File: src/tccu_pkg.sv
// Shared constants and types of the timer capture and compare unit
package tccu_pkg;

  // ==========================================================
  // Register indexes (byte address is four times the index)
  localparam logic [5:0] IDX_CAPTURE_ONE     = 6'h10;
  localparam logic [5:0] IDX_CAPTURE_TWO     = 6'h12;
  localparam logic [5:0] IDX_CAPTURE_THREE   = 6'h14;
  localparam logic [5:0] IDX_COMPARE_ONE     = 6'h16;
  localparam logic [5:0] IDX_COMPARE_TWO     = 6'h18;
  localparam logic [5:0] IDX_COMPARE_THREE   = 6'h1a;
  localparam logic [5:0] IDX_COMPARE_FOUR    = 6'h1c;
  localparam logic [5:0] IDX_SHARED_VALUE    = 6'h1e;
  localparam logic [5:0] IDX_PIN_ACTION      = 6'h20;
  localparam logic [5:0] IDX_EDGE_CONTROL    = 6'h21;
  localparam logic [5:0] IDX_IRQ_ENABLE      = 6'h22;
  localparam logic [5:0] IDX_FLAGS           = 6'h23;
  localparam logic [5:0] IDX_PULSE_ACCUM     = 6'h26;
  localparam logic [5:0] IDX_ONE_PIN_MASK    = 6'h0c;
  localparam logic [5:0] IDX_ONE_PIN_DATA    = 6'h0d;
  localparam int         ADDR_W              = 8;

  // ==========================================================
  // Field positions
  localparam int FLAG_COMPARE_ONE = 7;
  localparam int FLAG_SHARED      = 3;
  localparam int FLAG_CAPTURE_ONE = 2;
  localparam int EDGE_POS_FOUR    = 6;
  localparam int EDGE_POS_ONE     = 4;
  localparam int EDGE_POS_TWO     = 2;
  localparam int EDGE_POS_THREE   = 0;
  localparam int SHARED_SEL_POS   = 2;
  localparam int PIN_MASK_LOW     = 3;

  // ==========================================================
  // Reset values
  localparam logic [15:0] COMPARE_RESET = 16'hffff;
  localparam logic [7:0]  CTRL_RESET    = 8'h00;
  localparam logic [15:0] SHARED_RESET  = 16'h0000;

  // ==========================================================
  // Encodings
  localparam logic [1:0] EDGE_OFF     = 2'h0;
  localparam logic [1:0] EDGE_RISE    = 2'h1;
  localparam logic [1:0] EDGE_FALL    = 2'h2;
  localparam logic [1:0] ACT_NONE     = 2'h0;
  localparam logic [1:0] ACT_TOGGLE   = 2'h1;
  localparam logic [1:0] ACT_LOW      = 2'h2;
  localparam logic [1:0] RESP_OKAY    = 2'h0;
  localparam logic [1:0] RESP_SLVERR  = 2'h2;

  // Timer pin drive: bit 4 is compare one down to bit 0 compare five
  typedef struct packed {
    logic [4:0] level;
    logic [4:0] drive;
  } tccu_pins_t;

endpackage

File: src/tccu_capture_chan.sv
// One input capture edge detector with its capture latch
`timescale 1ns/1ps
`default_nettype none
module tccu_capture_chan
(
  input  wire logic        mclk,
  input  wire logic        srst,
  input  wire logic        pin,
  input  wire logic [1:0]  edge_sel,
  input  wire logic        chan_on,
  input  wire logic [15:0] counter,
  output logic             capture_evt,
  output logic [15:0]      capture_val
);
  import tccu_pkg::*;

  logic pin_q_r;
  logic hit;

  // ==========================================================
  // Edge qualification
  always_comb
  begin
    unique case (edge_sel)
      EDGE_OFF:  hit = 1'b0;
      EDGE_RISE: hit = pin & ~pin_q_r;
      EDGE_FALL: hit = ~pin & pin_q_r;
      default:   hit = pin ^ pin_q_r;
    endcase
  end

  always_ff @(posedge mclk)
  begin
    if (srst)
    begin
      pin_q_r     <= 1'b0;
      capture_evt <= 1'b0;
    end
    else
    begin
      pin_q_r     <= pin;
      capture_evt <= hit & chan_on;
    end
  end

  // ==========================================================
  // Counter latch, whole word at once
  always_ff @(posedge mclk)
  begin
    if (hit & chan_on)
    begin
      capture_val <= counter;
    end
  end
endmodule
`default_nettype wire

File: src/tccu_top.sv
// Timer capture and compare unit with AXI4-Lite register access
//
// The AXI4-Lite register port is this design's own decision.
`timescale 1ns/1ps
`default_nettype none
module tccu_top
(
  input  wire logic                        mclk,
  input  wire logic                        srst,
  input  wire logic [15:0]                 free_running_counter,
  input  wire logic [2:0]                  capture_pins,
  input  wire logic                        shared_timer_pin,
  output tccu_pkg::tccu_pins_t             compare_pins,
  output logic                             capture_compare_irq,
  input  wire logic [tccu_pkg::ADDR_W-1:0] s_axi_awaddr,
  input  wire logic                        s_axi_awvalid,
  output logic                             s_axi_awready,
  input  wire logic [31:0]                 s_axi_wdata,
  input  wire logic [3:0]                  s_axi_wstrb,
  input  wire logic                        s_axi_wvalid,
  output logic                             s_axi_wready,
  output logic [1:0]                       s_axi_bresp,
  output logic                             s_axi_bvalid,
  input  wire logic                        s_axi_bready,
  input  wire logic [tccu_pkg::ADDR_W-1:0] s_axi_araddr,
  input  wire logic                        s_axi_arvalid,
  output logic                             s_axi_arready,
  output logic [31:0]                      s_axi_rdata,
  output logic [1:0]                       s_axi_rresp,
  output logic                             s_axi_rvalid,
  input  wire logic                        s_axi_rready
);
  import tccu_pkg::*;

  // ==========================================================
  // Declarations
  logic [15:0] compare_value_r [0:3];
  logic [15:0] shared_value_r;
  logic [7:0]  pin_action_r;
  logic [7:0]  edge_control_r;
  logic [7:0]  irq_enable_r;
  logic [7:0]  flags_r;
  logic [7:0]  flags_nxt;
  logic        shared_select_r;
  logic [7:0]  one_pin_mask_r;
  logic [7:0]  one_pin_data_r;
  logic [4:0]  match_q_r;
  logic [4:0]  match_now;
  logic [4:0]  match_evt;
  logic [3:0]  cap_evt;
  logic [15:0] cap_val [0:3];
  logic [3:0]  cap_on;
  logic [1:0]  edge_of [0:3];
  logic [3:0]  cap_pin;
  logic [4:0]  level_nxt;
  logic [4:0]  drive_nxt;
  logic [ADDR_W-1:0] aw_addr_r;
  logic              aw_held_r;
  logic [31:0]       w_data_r;
  logic [3:0]        w_strb_r;
  logic              w_held_r;
  logic              wr_go;
  logic [5:0]        wr_idx;
  logic [5:0]        rd_idx;
  logic [7:0]        wr_clear;
  logic [31:0]       rd_word;
  logic              rd_hit;
  logic              wr_hit;

  // ==========================================================
  // Capture channels: index 0..2 are channels one..three, 3 is four
  assign edge_of[0] = edge_control_r[EDGE_POS_ONE +: 2];
  assign edge_of[1] = edge_control_r[EDGE_POS_TWO +: 2];
  assign edge_of[2] = edge_control_r[EDGE_POS_THREE +: 2];
  assign edge_of[3] = edge_control_r[EDGE_POS_FOUR +: 2];
  assign cap_on     = {shared_select_r, 3'b111};
  assign cap_pin    = {shared_timer_pin, capture_pins};

  genvar g;
  generate
    for (g = 0; g < 4; g++)
    begin : g_cap
      tccu_capture_chan u_cap
      (
        .mclk        (mclk),
        .srst        (srst),
        .pin         (cap_pin[g]),
        .edge_sel    (edge_of[g]),
        .chan_on     (cap_on[g]),
        .counter     (free_running_counter),
        .capture_evt (cap_evt[g]),
        .capture_val (cap_val[g])
      );
    end
  endgenerate

  // ==========================================================
  // Comparators, one per compare channel
  always_comb
  begin
    for (int i = 0; i < 4; i++)
    begin
      match_now[4-i] = (compare_value_r[i] == free_running_counter);
    end
    match_now[0] = ~shared_select_r
                 & (shared_value_r == free_running_counter);
  end

  // New match only when equality begins, so a held count acts once
  assign match_evt = match_now & ~match_q_r;

  always_ff @(posedge mclk)
  begin
    if (srst)
    begin
      match_q_r <= 5'h00;
    end
    else
    begin
      match_q_r <= match_now;
    end
  end

  // ==========================================================
  // Flags
  always_comb
  begin
    flags_nxt = flags_r & ~wr_clear;
    flags_nxt[FLAG_COMPARE_ONE -: 4] = flags_nxt[FLAG_COMPARE_ONE -: 4]
                                     | match_evt[4:1];
    flags_nxt[FLAG_SHARED] = flags_nxt[FLAG_SHARED]
                           | match_evt[0]
                           | cap_evt[3];
    flags_nxt[FLAG_CAPTURE_ONE -: 3] = flags_nxt[FLAG_CAPTURE_ONE -: 3]
                                     | {cap_evt[0], cap_evt[1], cap_evt[2]};
  end

  always_ff @(posedge mclk)
  begin
    if (srst)
    begin
      flags_r <= CTRL_RESET;
    end
    else
    begin
      flags_r <= flags_nxt;
    end
  end

  // Request when an enabled flag stands; shared bit valid in either role
  always_ff @(posedge mclk)
  begin
    if (srst)
    begin
      capture_compare_irq <= 1'b0;
    end
    else
    begin
      capture_compare_irq <= |(flags_r & irq_enable_r);
    end
  end

  // ==========================================================
  // Pin actions
  always_comb
  begin
    level_nxt = compare_pins.level;
    drive_nxt[4] = one_pin_mask_r[7];
    for (int i = 1; i < 5; i++)
    begin
      drive_nxt[4-i] = (pin_action_r[9-2*i -: 2] != ACT_NONE)
                     | one_pin_mask_r[7-i];
      if (match_evt[4-i])
      begin
        unique case (pin_action_r[9-2*i -: 2])
          ACT_NONE:   level_nxt[4-i] = compare_pins.level[4-i];
          ACT_TOGGLE: level_nxt[4-i] = ~compare_pins.level[4-i];
          ACT_LOW:    level_nxt[4-i] = 1'b0;
          default:    level_nxt[4-i] = 1'b1;
        endcase
      end
    end
    drive_nxt[0] = drive_nxt[0] & ~shared_select_r;
    if (match_evt[4])
    begin
      for (int i = 0; i < 5; i++)
      begin
        if (one_pin_mask_r[7-i])
        begin
          level_nxt[4-i] = one_pin_data_r[7-i];
        end
      end
    end
  end

  always_ff @(posedge mclk)
  begin
    if (srst)
    begin
      compare_pins <= '0;
    end
    else
    begin
      compare_pins.level <= level_nxt;
      compare_pins.drive <= drive_nxt;
    end
  end

  // ==========================================================
  // AXI4-Lite write channels
  assign wr_go  = aw_held_r & w_held_r & ~s_axi_bvalid;
  assign wr_idx = aw_addr_r[ADDR_W-1:2];

  always_ff @(posedge mclk)
  begin
    if (srst)
    begin
      aw_held_r     <= 1'b0;
      w_held_r      <= 1'b0;
      s_axi_awready <= 1'b0;
      s_axi_wready  <= 1'b0;
      s_axi_bvalid  <= 1'b0;
      s_axi_bresp   <= RESP_OKAY;
      aw_addr_r     <= '0;
      w_data_r      <= 32'h0000_0000;
      w_strb_r      <= 4'h0;
    end
    else
    begin
      s_axi_awready <= ~aw_held_r & ~s_axi_awready & s_axi_awvalid;
      s_axi_wready  <= ~w_held_r & ~s_axi_wready & s_axi_wvalid;
      if (s_axi_awvalid & s_axi_awready)
      begin
        aw_held_r <= 1'b1;
        aw_addr_r <= s_axi_awaddr;
      end
      if (s_axi_wvalid & s_axi_wready)
      begin
        w_held_r <= 1'b1;
        w_data_r <= s_axi_wdata;
        w_strb_r <= s_axi_wstrb;
      end
      if (wr_go)
      begin
        aw_held_r    <= 1'b0;
        w_held_r     <= 1'b0;
        s_axi_bvalid <= 1'b1;
        s_axi_bresp  <= wr_hit ? RESP_OKAY : RESP_SLVERR;
      end
      else if (s_axi_bready)
      begin
        s_axi_bvalid <= 1'b0;
      end
    end
  end

  always_comb
  begin
    unique case (wr_idx)
      IDX_CAPTURE_ONE, IDX_CAPTURE_TWO, IDX_CAPTURE_THREE,
      IDX_COMPARE_ONE, IDX_COMPARE_TWO, IDX_COMPARE_THREE,
      IDX_COMPARE_FOUR, IDX_SHARED_VALUE, IDX_PIN_ACTION,
      IDX_EDGE_CONTROL, IDX_IRQ_ENABLE, IDX_FLAGS,
      IDX_PULSE_ACCUM, IDX_ONE_PIN_MASK, IDX_ONE_PIN_DATA: wr_hit = 1'b1;
      default: wr_hit = 1'b0;
    endcase
  end

  assign wr_clear = (wr_go & (wr_idx == IDX_FLAGS) & w_strb_r[0])
                  ? w_data_r[7:0] : 8'h00;

  // ==========================================================
  // Register writes
  always_ff @(posedge mclk)
  begin
    if (srst)
    begin
      for (int i = 0; i < 4; i++)
      begin
        compare_value_r[i] <= COMPARE_RESET;
      end
    end
    else if (wr_go)
    begin
      for (int i = 0; i < 4; i++)
      begin
        if (wr_idx == IDX_COMPARE_ONE + 6'(2*i))
        begin
          if (w_strb_r[0]) compare_value_r[i][7:0]  <= w_data_r[7:0];
          if (w_strb_r[1]) compare_value_r[i][15:8] <= w_data_r[15:8];
        end
      end
    end
  end

  always_ff @(posedge mclk)
  begin
    if (srst)
    begin
      shared_value_r <= SHARED_RESET;
    end
    else if (cap_evt[3])
    begin
      shared_value_r <= cap_val[3];
    end
    else if (wr_go & (wr_idx == IDX_SHARED_VALUE))
    begin
      if (w_strb_r[0]) shared_value_r[7:0]  <= w_data_r[7:0];
      if (w_strb_r[1]) shared_value_r[15:8] <= w_data_r[15:8];
    end
  end

  always_ff @(posedge mclk)
  begin
    if (srst)
    begin
      pin_action_r    <= CTRL_RESET;
      edge_control_r  <= CTRL_RESET;
      irq_enable_r    <= CTRL_RESET;
      shared_select_r <= 1'b0;
      one_pin_mask_r  <= CTRL_RESET;
      one_pin_data_r  <= CTRL_RESET;
    end
    else if (wr_go & w_strb_r[0])
    begin
      unique case (wr_idx)
        IDX_PIN_ACTION:   pin_action_r    <= w_data_r[7:0];
        IDX_EDGE_CONTROL: edge_control_r  <= w_data_r[7:0];
        IDX_IRQ_ENABLE:   irq_enable_r    <= w_data_r[7:0];
        IDX_PULSE_ACCUM:  shared_select_r <= w_data_r[SHARED_SEL_POS];
        IDX_ONE_PIN_MASK: one_pin_mask_r  <= {w_data_r[7:PIN_MASK_LOW], 3'h0};
        IDX_ONE_PIN_DATA: one_pin_data_r  <= {w_data_r[7:PIN_MASK_LOW], 3'h0};
        default:          ;
      endcase
    end
  end

  // ==========================================================
  // AXI4-Lite read channel
  assign rd_idx = s_axi_araddr[ADDR_W-1:2];

  always_comb
  begin
    rd_word = 32'h0000_0000;
    rd_hit  = 1'b1;
    unique case (rd_idx)
      IDX_CAPTURE_ONE:   rd_word[15:0] = cap_val[0];
      IDX_CAPTURE_TWO:   rd_word[15:0] = cap_val[1];
      IDX_CAPTURE_THREE: rd_word[15:0] = cap_val[2];
      IDX_COMPARE_ONE:   rd_word[15:0] = compare_value_r[0];
      IDX_COMPARE_TWO:   rd_word[15:0] = compare_value_r[1];
      IDX_COMPARE_THREE: rd_word[15:0] = compare_value_r[2];
      IDX_COMPARE_FOUR:  rd_word[15:0] = compare_value_r[3];
      IDX_SHARED_VALUE:  rd_word[15:0] = shared_value_r;
      IDX_PIN_ACTION:    rd_word[7:0]  = pin_action_r;
      IDX_EDGE_CONTROL:  rd_word[7:0]  = edge_control_r;
      IDX_IRQ_ENABLE:    rd_word[7:0]  = irq_enable_r;
      IDX_FLAGS:         rd_word[7:0]  = flags_r;
      IDX_PULSE_ACCUM:   rd_word[SHARED_SEL_POS] = shared_select_r;
      IDX_ONE_PIN_MASK:  rd_word[7:0]  = one_pin_mask_r;
      IDX_ONE_PIN_DATA:  rd_word[7:0]  = one_pin_data_r;
      default:           rd_hit = 1'b0;
    endcase
  end

  always_ff @(posedge mclk)
  begin
    if (srst)
    begin
      s_axi_arready <= 1'b0;
      s_axi_rvalid  <= 1'b0;
      s_axi_rdata   <= 32'h0000_0000;
      s_axi_rresp   <= RESP_OKAY;
    end
    else
    begin
      s_axi_arready <= ~s_axi_arready & ~s_axi_rvalid & s_axi_arvalid;
      if (s_axi_arvalid & s_axi_arready)
      begin
        s_axi_rvalid <= 1'b1;
        s_axi_rdata  <= rd_word;
        s_axi_rresp  <= rd_hit ? RESP_OKAY : RESP_SLVERR;
      end
      else if (s_axi_rready)
      begin
        s_axi_rvalid <= 1'b0;
      end
    end
  end
endmodule
`default_nettype wire

File: config.mk
export PLATFORM = sky130hd
export DESIGN_NAME = tccu_top
export DESIGN_NICKNAME = d
export VERILOG_FILES = /design/src/tccu_pkg.sv /design/src/tccu_capture_chan.sv /design/src/tccu_top.sv
export SDC_FILE = /design/constraint.sdc
export NUM_CORES = 1
export LEC_CHECK = 0
export ABC_AREA = 1
export BUFFER_PORTS_ARGS = -buffer_cell sky130_fd_sc_hd__buf_2
export CORE_ASPECT_RATIO = 1.1
export CORE_UTILIZATION = 45
export CTS_BUF_LIST = sky130_fd_sc_hd__clkbuf_16
export DETAILED_ROUTE_END_ITERATION = 8
export GPL_TIMING_DRIVEN = 0
export PLACE_DENSITY = 0.66
export SLEW_MARGIN = 15
export SYNTH_ARGS = -nofsm -noshare
export SYNTH_HDL_FRONTEND = slang
export SYNTH_HIERARCHICAL = 1
export SYNTH_SLANG_ARGS = --single-unit
File: constraint.sdc
create_clock -name mclk -period 1.5 [get_ports mclk]
set_input_delay 0.3 -clock mclk [delete_from_list [all_inputs] [get_ports mclk]]
set_output_delay 0.3 -clock mclk [all_outputs]
set_load 0.05 [all_outputs]
=== Yosys cells after proc, flatten, opt, wreduce, memory -nomap -nowiden ===
Memories as Yosys holds them, arrays and structs flattened. A register that Yosys moved wholly into a read port is not among the register bits.
Index checks and enable logic that the tools add are counted.

* Equality and inequality tests: 48
* Bitwise logic cells: 71
* Reductions and logical operators: 29
* Multiplexer cells: 79

{| class="wikitable"
|+ Operators with widths
! kind !! number
|-
| two-way mux 8 bit || 11
|-
| equality test 16 bit || 5
|-
| equality test 6 x 5 -> 1 bit, second input constant || 13
|-
| one-hot mux 5 bit (14 select lines) || 1
|-
| one-hot mux 8 bit (8 select lines) || 1
|-
| equality test 6 bit, second input constant || 10
|-
| two-way mux 1 bit || 49
|-
| two-way mux 16 bit || 2
|-
| AND 1 bit || 26
|-
| equality test 6 x 4 -> 1 bit, second input constant || 4
|-
| one-hot mux 1 bit (3 select lines) || 8
|-
| one-hot mux 2 bit (12 select lines) || 1
|-
| NOT 1 bit || 20
|-
| AND reduction 2 bit || 9
|-
| nonzero test 2 bit || 9
|-
| AND 8 bit || 2
|-
| equality test 2 x 1 -> 1 bit, second input constant || 8
|-
| equality test 2 bit, second input constant || 8
|-
| zero test 2 bit || 8
|-
| OR reduction 15 bit || 1
|-
| bitwise OR 1 bit || 14
|-
| one-hot mux 1 bit (13 select lines) || 1
|-
| two-way mux 6 bit || 2
|-
| NOT 8 bit || 1
|-
| 9 further kinds || 13
|}

* Register bits: 200
* ROM bits: 64
* Bits of input ports: 79
* Memory bits (writable): 64
* Memories: 2
* Word-level logic and storage cells: 268
* Output and inout bits: 52

{| class="wikitable"
|+ Memory list
! name !! words !! width !! read ports !! clocked after Yosys merged registers in !! wr ports !! RTL line !! RTL
|-
| (no name shown) || 64 || 1 || 1 || 1 || 0 || tccu_top.sv:259 || <nowiki>unique case (wr_idx)</nowiki>
|-
| compare_value_r || 4 || 16 || 4 || 0 || 4 || tccu_top.sv:37 || <nowiki>logic [15:0] compare_value_r [0:3];</nowiki>
|}

=== Logic depth before layout (Yosys ltp) ===
Gate-level depths: netlist of run 1.

* Depth after elaboration: 9
* Mapped depth: 13

=== By module ===
The synthesis of run 1 kept the hierarchy.

{| class="wikitable"
|+ Modules (own cells, without submodules)
! module !! area each (µm²) !! cells each !! times used
|-
| tccu_top || 10102.2 || 1469 || 1
|-
| tccu_capture_chan || 596.8 || 33 || 4
|}

=== Worst setup path after synthesis of run 1 ===
OpenSTA, ideal clock, no wires.

* Path type: reg-to-reg
* Start: register s_axi_bvalid
* End: memory compare_value_r[0][10], data pin
* Path buffers: 0
* Required time: 1.230 ns
* Path slack: -0.278 ns
* Data arrival time: 1.507 ns
* Setup time: 0.270 ns
* Cell stages (with the launch flop): 7
* Cell sequence: dfxtp_1 > nor3_4 > inv_1 > nor2_1 > nand2_1 > nor2_1 > nand2_1

{| class="wikitable"
|+ RTL lines
! element !! RTL line !! RTL
|-
| from (decl) || tccu_top.sv:23 || <nowiki>output logic s_axi_bvalid,</nowiki>
|-
| from (signal assigned) || tccu_top.sv:222 || <nowiki>s_axi_bvalid <= 1'b0;</nowiki>
|-
| from (signal assigned) || tccu_top.sv:247 || <nowiki>s_axi_bvalid <= 1'b1;</nowiki>
|-
| from (signal assigned) || tccu_top.sv:252 || <nowiki>s_axi_bvalid <= 1'b0;</nowiki>
|-
| to (decl) || tccu_top.sv:37 ||
|}

=== Final worst setup path of run 1 ===
* Start: register aw_addr_r[2]
* End: register shared_value_r[10]

* Cells in the longest elaborated chain, start to end: 4

{| class="wikitable"
|+ Ends and longest elaborated chain
! element !! RTL line !! RTL
|-
| from (decl) || tccu_top.sv:57 || <nowiki>logic [ADDR_W-1:0] aw_addr_r;</nowiki>
|-
| from (signal assigned) || tccu_top.sv:235 || <nowiki>aw_addr_r <= s_axi_awaddr;</nowiki>
|-
| equality test 6 x 5 -> 1 bit || tccu_top.sv:306 || <nowiki>else if (wr_go & (wr_idx == IDX_SHARED_VALUE))</nowiki>
|-
| AND 1 bit || tccu_top.sv:306 ||
|-
| nonzero test 2 bit (no line) || n/a ||
|-
| AND reduction 2 bit (no line) || n/a ||
|-
| to (signal assigned) || tccu_top.sv:304 || <nowiki>shared_value_r <= cap_val[3];</nowiki>
|-
| to (signal assigned) || tccu_top.sv:309 || <nowiki>if (w_strb_r[1]) shared_value_r[15:8] <= w_data_r[15:8];</nowiki>
|-
| to (decl) || tccu_top.sv:38 || <nowiki>logic [15:0] shared_value_r;</nowiki>
|}

Every way passes these cells.
A chain may end at the register's enable or synchronous reset.

==> results of run 1 <==
[layer usage]
layer | vias up | global-route usage | share of wire
met1 | 5444 | 0.373 | 0.40
met4 | 2 | 0.128 | 0.044
met2 | 613 | 0.462 | 0.47
li1 | 5517 | - | -
met5 | - | 0 | 0.00029
met3 | 120 | 0.0347 | 0.093
[cell usage in the layout, fill, tap and decap left out, types with 6 or more instances in the layout]
cell type,n
buf_6,30
dlygate4sd3_1,12
nor3_4,6
buf_12,10
nor2_4,38
nand2_8,11
clkbuf_1,14
o21ai_1,12
nor2_1,151
clkbuf_16,33
edfxtp_1,128
nand3_1,33
clkinv_1,8
nand2_4,14
buf_2,88
dfxtp_2,10
xnor2_1,6
nand2_1,521
nand3_2,8
clkbuf_2,12
inv_1,162
o22ai_1,9
nand2_2,24
a21oi_2,11
nor2_2,10
a211oi_1,7
o21ai_0,45
nor3_2,7
a21oi_1,88
conb_1,21
ha_1,8
inv_2,13
buf_4,48
o21ai_2,20
dfxtp_1,122
xor2_1,16
clkinv_2,9
nand4_1,10
[kinds of logic after synthesis]
family,after synthesis
buffers and inverters,242
adders and majority gates,8
xor gates and xnor gates,22
other,2
and+or+nand+nor,846
AOI/OAI and AO/OA,220
DFF,261
[critical path, cell delays in order, from the launching register on]
cell and delay [ps]:
dfxtp_2 370, nor2_4 160, nand2_4 80, buf_4 150, nor2_4 150, nand2_4 60, nor2_4 220, nor2_4 120
nand2_1 120, a31oi_1 90
[worst min-delay path by stage]
stage,start,endpoint,slack (ps)
detailed placement,wr_hit,s_axi_bresp[1],400
floorplan,srst,g_cap[0].u_cap/capture_evt,370
finish,s_axi_bready,s_axi_bvalid,10
global placement,wr_hit,s_axi_bresp[1],400
CTS,s_axi_bready,s_axi_bvalid,6
global route,free_running_counter[12],g_cap[2].u_cap/capture_val[12],20
[sequential cells by signal, summed over array words and instances, names as in the netlist, 2 cells and up]
register / flops
w_strb_r: 2
w_data_r: 16
one_pin_mask_r: 5
compare_value_r: 64
match_q_r: 5
g_cap.u_cap/pin_q_r: 4
pin_action_r: 8
s_axi_rdata: 16
one_pin_data_r: 5
compare_pins: 10
shared_value_r: 16
aw_addr_r: 6
flags_r: 8
g_cap.u_cap/capture_evt: 4
irq_enable_r: 8
g_cap.u_cap/capture_val: 64
edge_control_r: 8
[final cells by class]
type                            instances  area [um2]  share of cell area
Timing Repair Buffer                  161        1260              0.0784
Clock inverter                         20         118             0.00729
Sequential cell                       261        6520               0.404
Inverter                              182         732              0.0454
Multi-Input combinational cell       1117        5870               0.364
Tap cell                              357         447              0.0277
Clock buffer                           32         801              0.0497
Buffer                                 60         369              0.0229
[timing repair]
action,in CTS,in global routing
gates cloned,3,1
resized for setup,192,116
buffers inserted,33,24
pin swaps,48,50
hold endpoints to repair,21,0
endpoints found under the setup margin,288,263
hold buffers,12,0
[synth_stat cells (all sizes together)]
library cell	number	area share
nand4	10	0.0050
nor2	200	0.070
buf	32	0.019
a21boi	1	0.00060
dfxtp	133	0.21
a22o	2	0.0014
nand3b	1	0.00060
inv	178	0.053
nand2	570	0.17
o21ai	78	0.031
clkbuf	28	0.0085
o21bai	4	0.0024
a31oi	6	0.0030
ha	8	0.0080
o211ai	2	0.0012
a211oi	10	0.0060
a22oi	4	0.0024
a21oi	99	0.040
a221oi	2	0.0014
o21a	2	0.0012
nor3	17	0.0081
nand3	42	0.017
xnor2	6	0.0042
xor2	16	0.011
clkinv	4	0.0012
conb	2	0.00060
o22ai	10	0.0050
nor4	5	0.0037
or2	1	0.00050
edfxtp	128	0.31
[power breakdown]
| part | total (mW) | internal [mW] | switching [mW] | leakage, nW |
|---|---|---|---|---|
| logic | 1.20 | 0.324 | 0.872 | 4.23 |
| clock network | 6.91 | 3.98 | 2.93 | 0.477 |
| registers | 7.55 | 7.51 | 0.0415 | 2.09 |
[stage by stage]
stage                     hold WS, ps  cell area, um2  utilization  total power, mW
final                            11.6           16100        0.595             15.7
after global routing             17.2           16100        0.595             16.0
after CTS                        6.34           15500        0.572             15.6
after detailed placement          397           13500        0.498             8.74
after global placement            396           13500        0.498             8.72
after floorplan                   372           12600            -             8.35
==> run metrics, run 1 <==
type of the worst setup path reg -> reg; standard-cell row count 63; Remaining Overflow, GRT 0; endpoints failing setup 191; Post-Synth XOR/XNOR Area 0.0154; worst path arrival time 2070 ps; CTS tree done; Total Wirelength between 40000 and 50000 um; Adder-Cell Fraction of Synth Area 0.00801; global placement routability congestion 1.02; maximum fanout count along the critical path 8; main combinational cell family by area after synthesis simple AND/OR/NAND/NOR gates; Fin Setup TNS -21160 ps; outcome finished, violations left; clock transition at the registers of the reported paths 60 ps; H-tree depth 1; area of the die around 0.028 mm2; routed length per placed instance roughly 19 um; count of pins over their slew limit 0; kind of launch point of the worst setup path flop; peak ir drop on the vdd network 0.716 mV; P per Cell Area approximately 970 mW/mm2; count of boundary I/O pins about 130; worst-case register-to-register setup slack -190 ps; cell depth of the worst flop-to-flop path 9; layout cells sized above 1 0.235; initial standard-cell utilization of the core 0.461; count of placed standard cells in the final layout, fillers left out ~2.2k; antenna violations before repair 1; port bufs 90; Synth warnings 6; Max Clock Skew around 12 ps; number of buffers inserted during clock tree synthesis 28; Die Y roughly 180 um; cell depth of the worst hold path 4; maximum operating frequency 591 MHz; clock latency on the worst-skew pair about 550 ps; final period utilization 1.13; post-synthesis simple-gate area fraction 0.277; clock period minus worst slack approximately 1700 ps; register bit total from synthesis 261; number of antenna cells inserted 0; path class of the lowest-slack min-delay path in -> reg; final hold violation count 0; RSZ-0062 raised after global routing true; via count of the routed design between 10k and 15k; total routing resource utilization after global routing 0.282; library cells used by synthesis 44; floorplan core area about 0.027 mm2; via density per instance 5.34; end point of the critical path shared_value_r[10]; clk root buf clkbuf_16; post-synthesis compound-gate area fraction 0.0956; fillcell total roughly 2.4k; fraction of synthesized area in multiplexers 0; Max-Cap Viols 0; normalized max-slew margin 0.423; Worst Setup End Kind flop; global-route wire length before repair 60800 um; Detailed Place HPWL roughly 29000 um; DRC errors left 0; failing checks negative setup slack; endpoint of the most critical register-to-register path shared_value_r[10]; post-placement worst setup slack -964 ps; die width about 160 um; number of sinks driven by the clock tree 261; actual slew at the worst max-slew pin 866 ps; iteration count of the initial detailed-routing pass 5; DP Cell Count 2067; average cell area after synthesis approximately 7.8 um2; gate count of the mapped netlist ~1.6k; # nets final between 1.5k and 2k; DRT antenna net count 0; maximum number of pins on one net before global-route repair 17; 1st-iter DRT viols approximately 1.1k; final worst setup slack -191 ps; share of synthesized area occupied by flip-flops and latches 0.521; clock buffer depth 3; vias in the first global route about 11k; data required time at the worst endpoint 1880 ps; leakage power total 6.80 nW; area growth from synthesis to final layout 29.1%; timing startpoint of the critical path aw_addr_r[2]; origin of the critical flop-to-flop path aw_addr_r[2]; summed instance area of the synthesized netlist roughly 0.012 mm2
Power figures use the tool's default switching activity.
==> run 2: changes to the inputs <==
--- a/config.mk
+++ b/config.mk
@@ -6,7 +6,7 @@
 export NUM_CORES = 1
 export LEC_CHECK = 0
 export ABC_AREA = 1
-export BUFFER_PORTS_ARGS = -buffer_cell sky130_fd_sc_hd__buf_2
+export BUFFER_PORTS_ARGS = -buffer_cell sky130_fd_sc_hd__buf_4
 export CORE_ASPECT_RATIO = 1.1
 export CORE_UTILIZATION = 45
 export CTS_BUF_LIST = sky130_fd_sc_hd__clkbuf_16
==> run metrics, run 2 (same netlist as run 1, synthesis figures left out) <==
outcome finished, violations left (unchanged); failing checks negative setup slack (unchanged); worst-path cell with the longest stage delay dfxtp_2 (unchanged); final period utilization 1.14 (was 1.13); vias in the first global route 10.7k (was 10.8k); Crit path top cell by count nor2_4 (unchanged); Worst Setup End Kind flop (unchanged); leakage power total 6.81 nW (was 6.80 nW); kind of launch point of the worst setup path flop (unchanged); path class of the lowest-slack min-delay path in -> reg (unchanged); clock latency on the worst-skew pair 540 ps (was 550 ps); fillcell total 2379 (unchanged); cell-by-cell trace of the critical path inv_2, nor2_4, inv_1, nor3_4, buf_4, nand2_8, nor2_4, nand2_1 (was nor2_4, nand2_4, buf_4, nor2_4, nand2_4, nor2_4, nor2_4, nand2_1, a31oi_1); antenna violations before repair 0 (was 1); leading cell type in the layout, fill and taps excluded nand2_1 (unchanged); 1st-iter DRT viols 1224 (was 1140); maximum operating frequency 587 MHz (was 591 MHz); Max-Cap Viols 0 (unchanged); iteration count of the initial detailed-routing pass 6 (was 5); Remaining Overflow, GRT 0 (unchanged); worst-case register-to-register setup slack -200 ps (was -190 ps); most congested layer reported by global routing met2 (unchanged); data required time at the worst endpoint 1760 ps (was 1880 ps); layout cells sized above 1 0.242 (was 0.235); count of boundary I/O pins 131 (unchanged); largest registers compare_value_r x64, g_cap.u_cap/capture_val x64 (unchanged); global-route wire length before repair 61000 um (was 60800 um); RSZ-0062 raised after global routing true (unchanged); power consumption 15.7 mW (about the same); origin of the critical flop-to-flop path aw_addr_r[3] (was aw_addr_r[2]); area of the die 0.0284 mm2 (unchanged); max incr delay on CP 360 ps (was 370 ps); DRC errors left 0 (unchanged); clock transition at the registers of the reported paths 60 ps (about the same); global placement routability congestion 1.00 (was 1.02); met2 global-route usage 0.451 (was 0.462); worst path arrival time 1970 ps (was 2070 ps); CTS tree done (unchanged); clk root buf clkbuf_16 (unchanged); routed length per placed instance 18.9 um (was 18.8 um); most frequent cells in the layout nand2_1, inv_1, nor2_1, buf_4, edfxtp_1 (was nand2_1, inv_1, nor2_1, edfxtp_1, dfxtp_1); peak ir drop on the vdd network 0.653 mV (was 0.716 mV); number of buffers inserted during clock tree synthesis 28 (unchanged); final core occ 0.605 (was 0.595); die width 161 um (unchanged); # nets final 1898 (unchanged); cell depth of the worst hold path 2 (was 4); area growth from synthesis to final layout 31.4% (was 29.1%); maximum number of pins on one net before global-route repair 17 (unchanged); P per Cell Area 955 mW/mm2 (was 971 mW/mm2); hold path endpoint g_cap[1].u_cap/pin_q_r (was s_axi_bvalid); standard-cell row count 63 (unchanged); via count of the routed design 11.7k (about the same); final hold violation count 0 (unchanged); Total Wirelength 41500 um (was 41200 um); type of the worst setup path reg -> reg (unchanged); port bufs 90 (unchanged); Max Clock Skew 15.3 ps (was 11.6 ps); clock period minus worst slack 1700 ps (was 1690 ps); Fin Setup TNS -20330 ps (was -21160 ps); cell depth of the worst flop-to-flop path 8 (was 9); endpoints failing setup 173 (was 191); met1 capacity usage during global routing 0.376 (was 0.373); Detailed Place HPWL 28900 um (about the same); DRT antenna net count 0 (unchanged); endpoint of the most critical register-to-register path compare_value_r[2][6] (was shared_value_r[10]); maximum fanout count along the critical path 8 (unchanged); actual slew at the worst max-slew pin 880 ps (was 866 ps); count of pins over their slew limit 0 (unchanged); met3 Usage GRT 0.0433 (was 0.0347); H-tree depth 1 (unchanged); Die Y 177 um (unchanged); initial standard-cell utilization of the core 0.461 (unchanged); number of sinks driven by the clock tree 261 (unchanged); via density per instance 5.34 (about the same); final worst setup slack -204 ps (was -191 ps); normalized max-slew margin 0.413 (was 0.423); floorplan core area 0.0271 mm2 (unchanged); hold path start srst (was s_axi_bready); clock buffer depth 3 (unchanged); total routing resource utilization after global routing 0.282 (about the same); number of antenna cells inserted 0 (unchanged)
run 2: changes by cell type in the layout (fill, tap and decap cells not counted), sizes merged:
| cell | delta |
|---|---|
| buf | +2 |
| inv | +4 |
| bufinv | -1 |
| clkinv | -4 |
| clkbuf | -1 |
run 2: critical path, delay by kind of cell (launching register included):
kind | cells | cell delay [ps]
simple gates | 5 | 700
buf+inv | 3 | 360
flops | 1 | 360
run 2: power breakdown:
part | internal [mW] | total [mW] | switching [mW]
Clock | 3.92 | 6.87 | 2.95
Combinational | 0.374 | 1.25 | 0.877
Sequential | 7.51 | 7.55 | 0.0421
run 2: final cells by class:
type	instances	area, um2	area share
clock buffer	33	826	0.0503
clock inverter	19	88.8	0.00541
tap	357	447	0.0272
inverter	182	734	0.0448
buffer	60	363	0.0221
sequential	261	6530	0.398
multi-input combinational	1117	5960	0.363
timing repair buffer	161	1460	0.0892
run 2: what timing repair did:
action                                  4_1_cts  5_1_grt
endpoints found under the setup margin      285      283
pin swaps                                    40       55
resized for setup                           209      108
buffers inserted                             36       22
hold buffers                                 12        0
gates cloned                                  2        1
endpoints found under the hold margin        27        0
run 2: worst max-delay path by stage:
| stage | startpoint | endpoint | slack (ps) |
|---|---|---|---|
| floorplan | s_axi_bvalid | compare_value_r[2][10] | -30 |
| global placement | srst | capture_compare_irq | -920 |
| detailed placement | srst | capture_compare_irq | -890 |
| CTS | s_axi_bvalid | compare_value_r[3][2] | -180 |
| global route | aw_addr_r[3] | shared_value_r[8] | -280 |
| finish | aw_addr_r[3] | compare_value_r[2][6] | -200 |
run 2: per-layer routing:
metal	vias to the layer above	share of wire
met5	-	0
met4	0	0.046
met3	104	0.098
met2	657	0.46
met1	5417	0.40
li1	5508	-
run 2: through the flow:
step	cells	hold slack, ps	instance area (um2)	setup WS, ps
6_report	2190	13.9	16400	-204
5_1_grt	2190	14.0	16400	-275
4_1_cts	2168	3.42	15800	-177
3_5_place_dp	2067	397	13700	-894
3_3_place_gp	2067	394	13700	-919
2_1_floorplan	1620	372	12600	-26.6
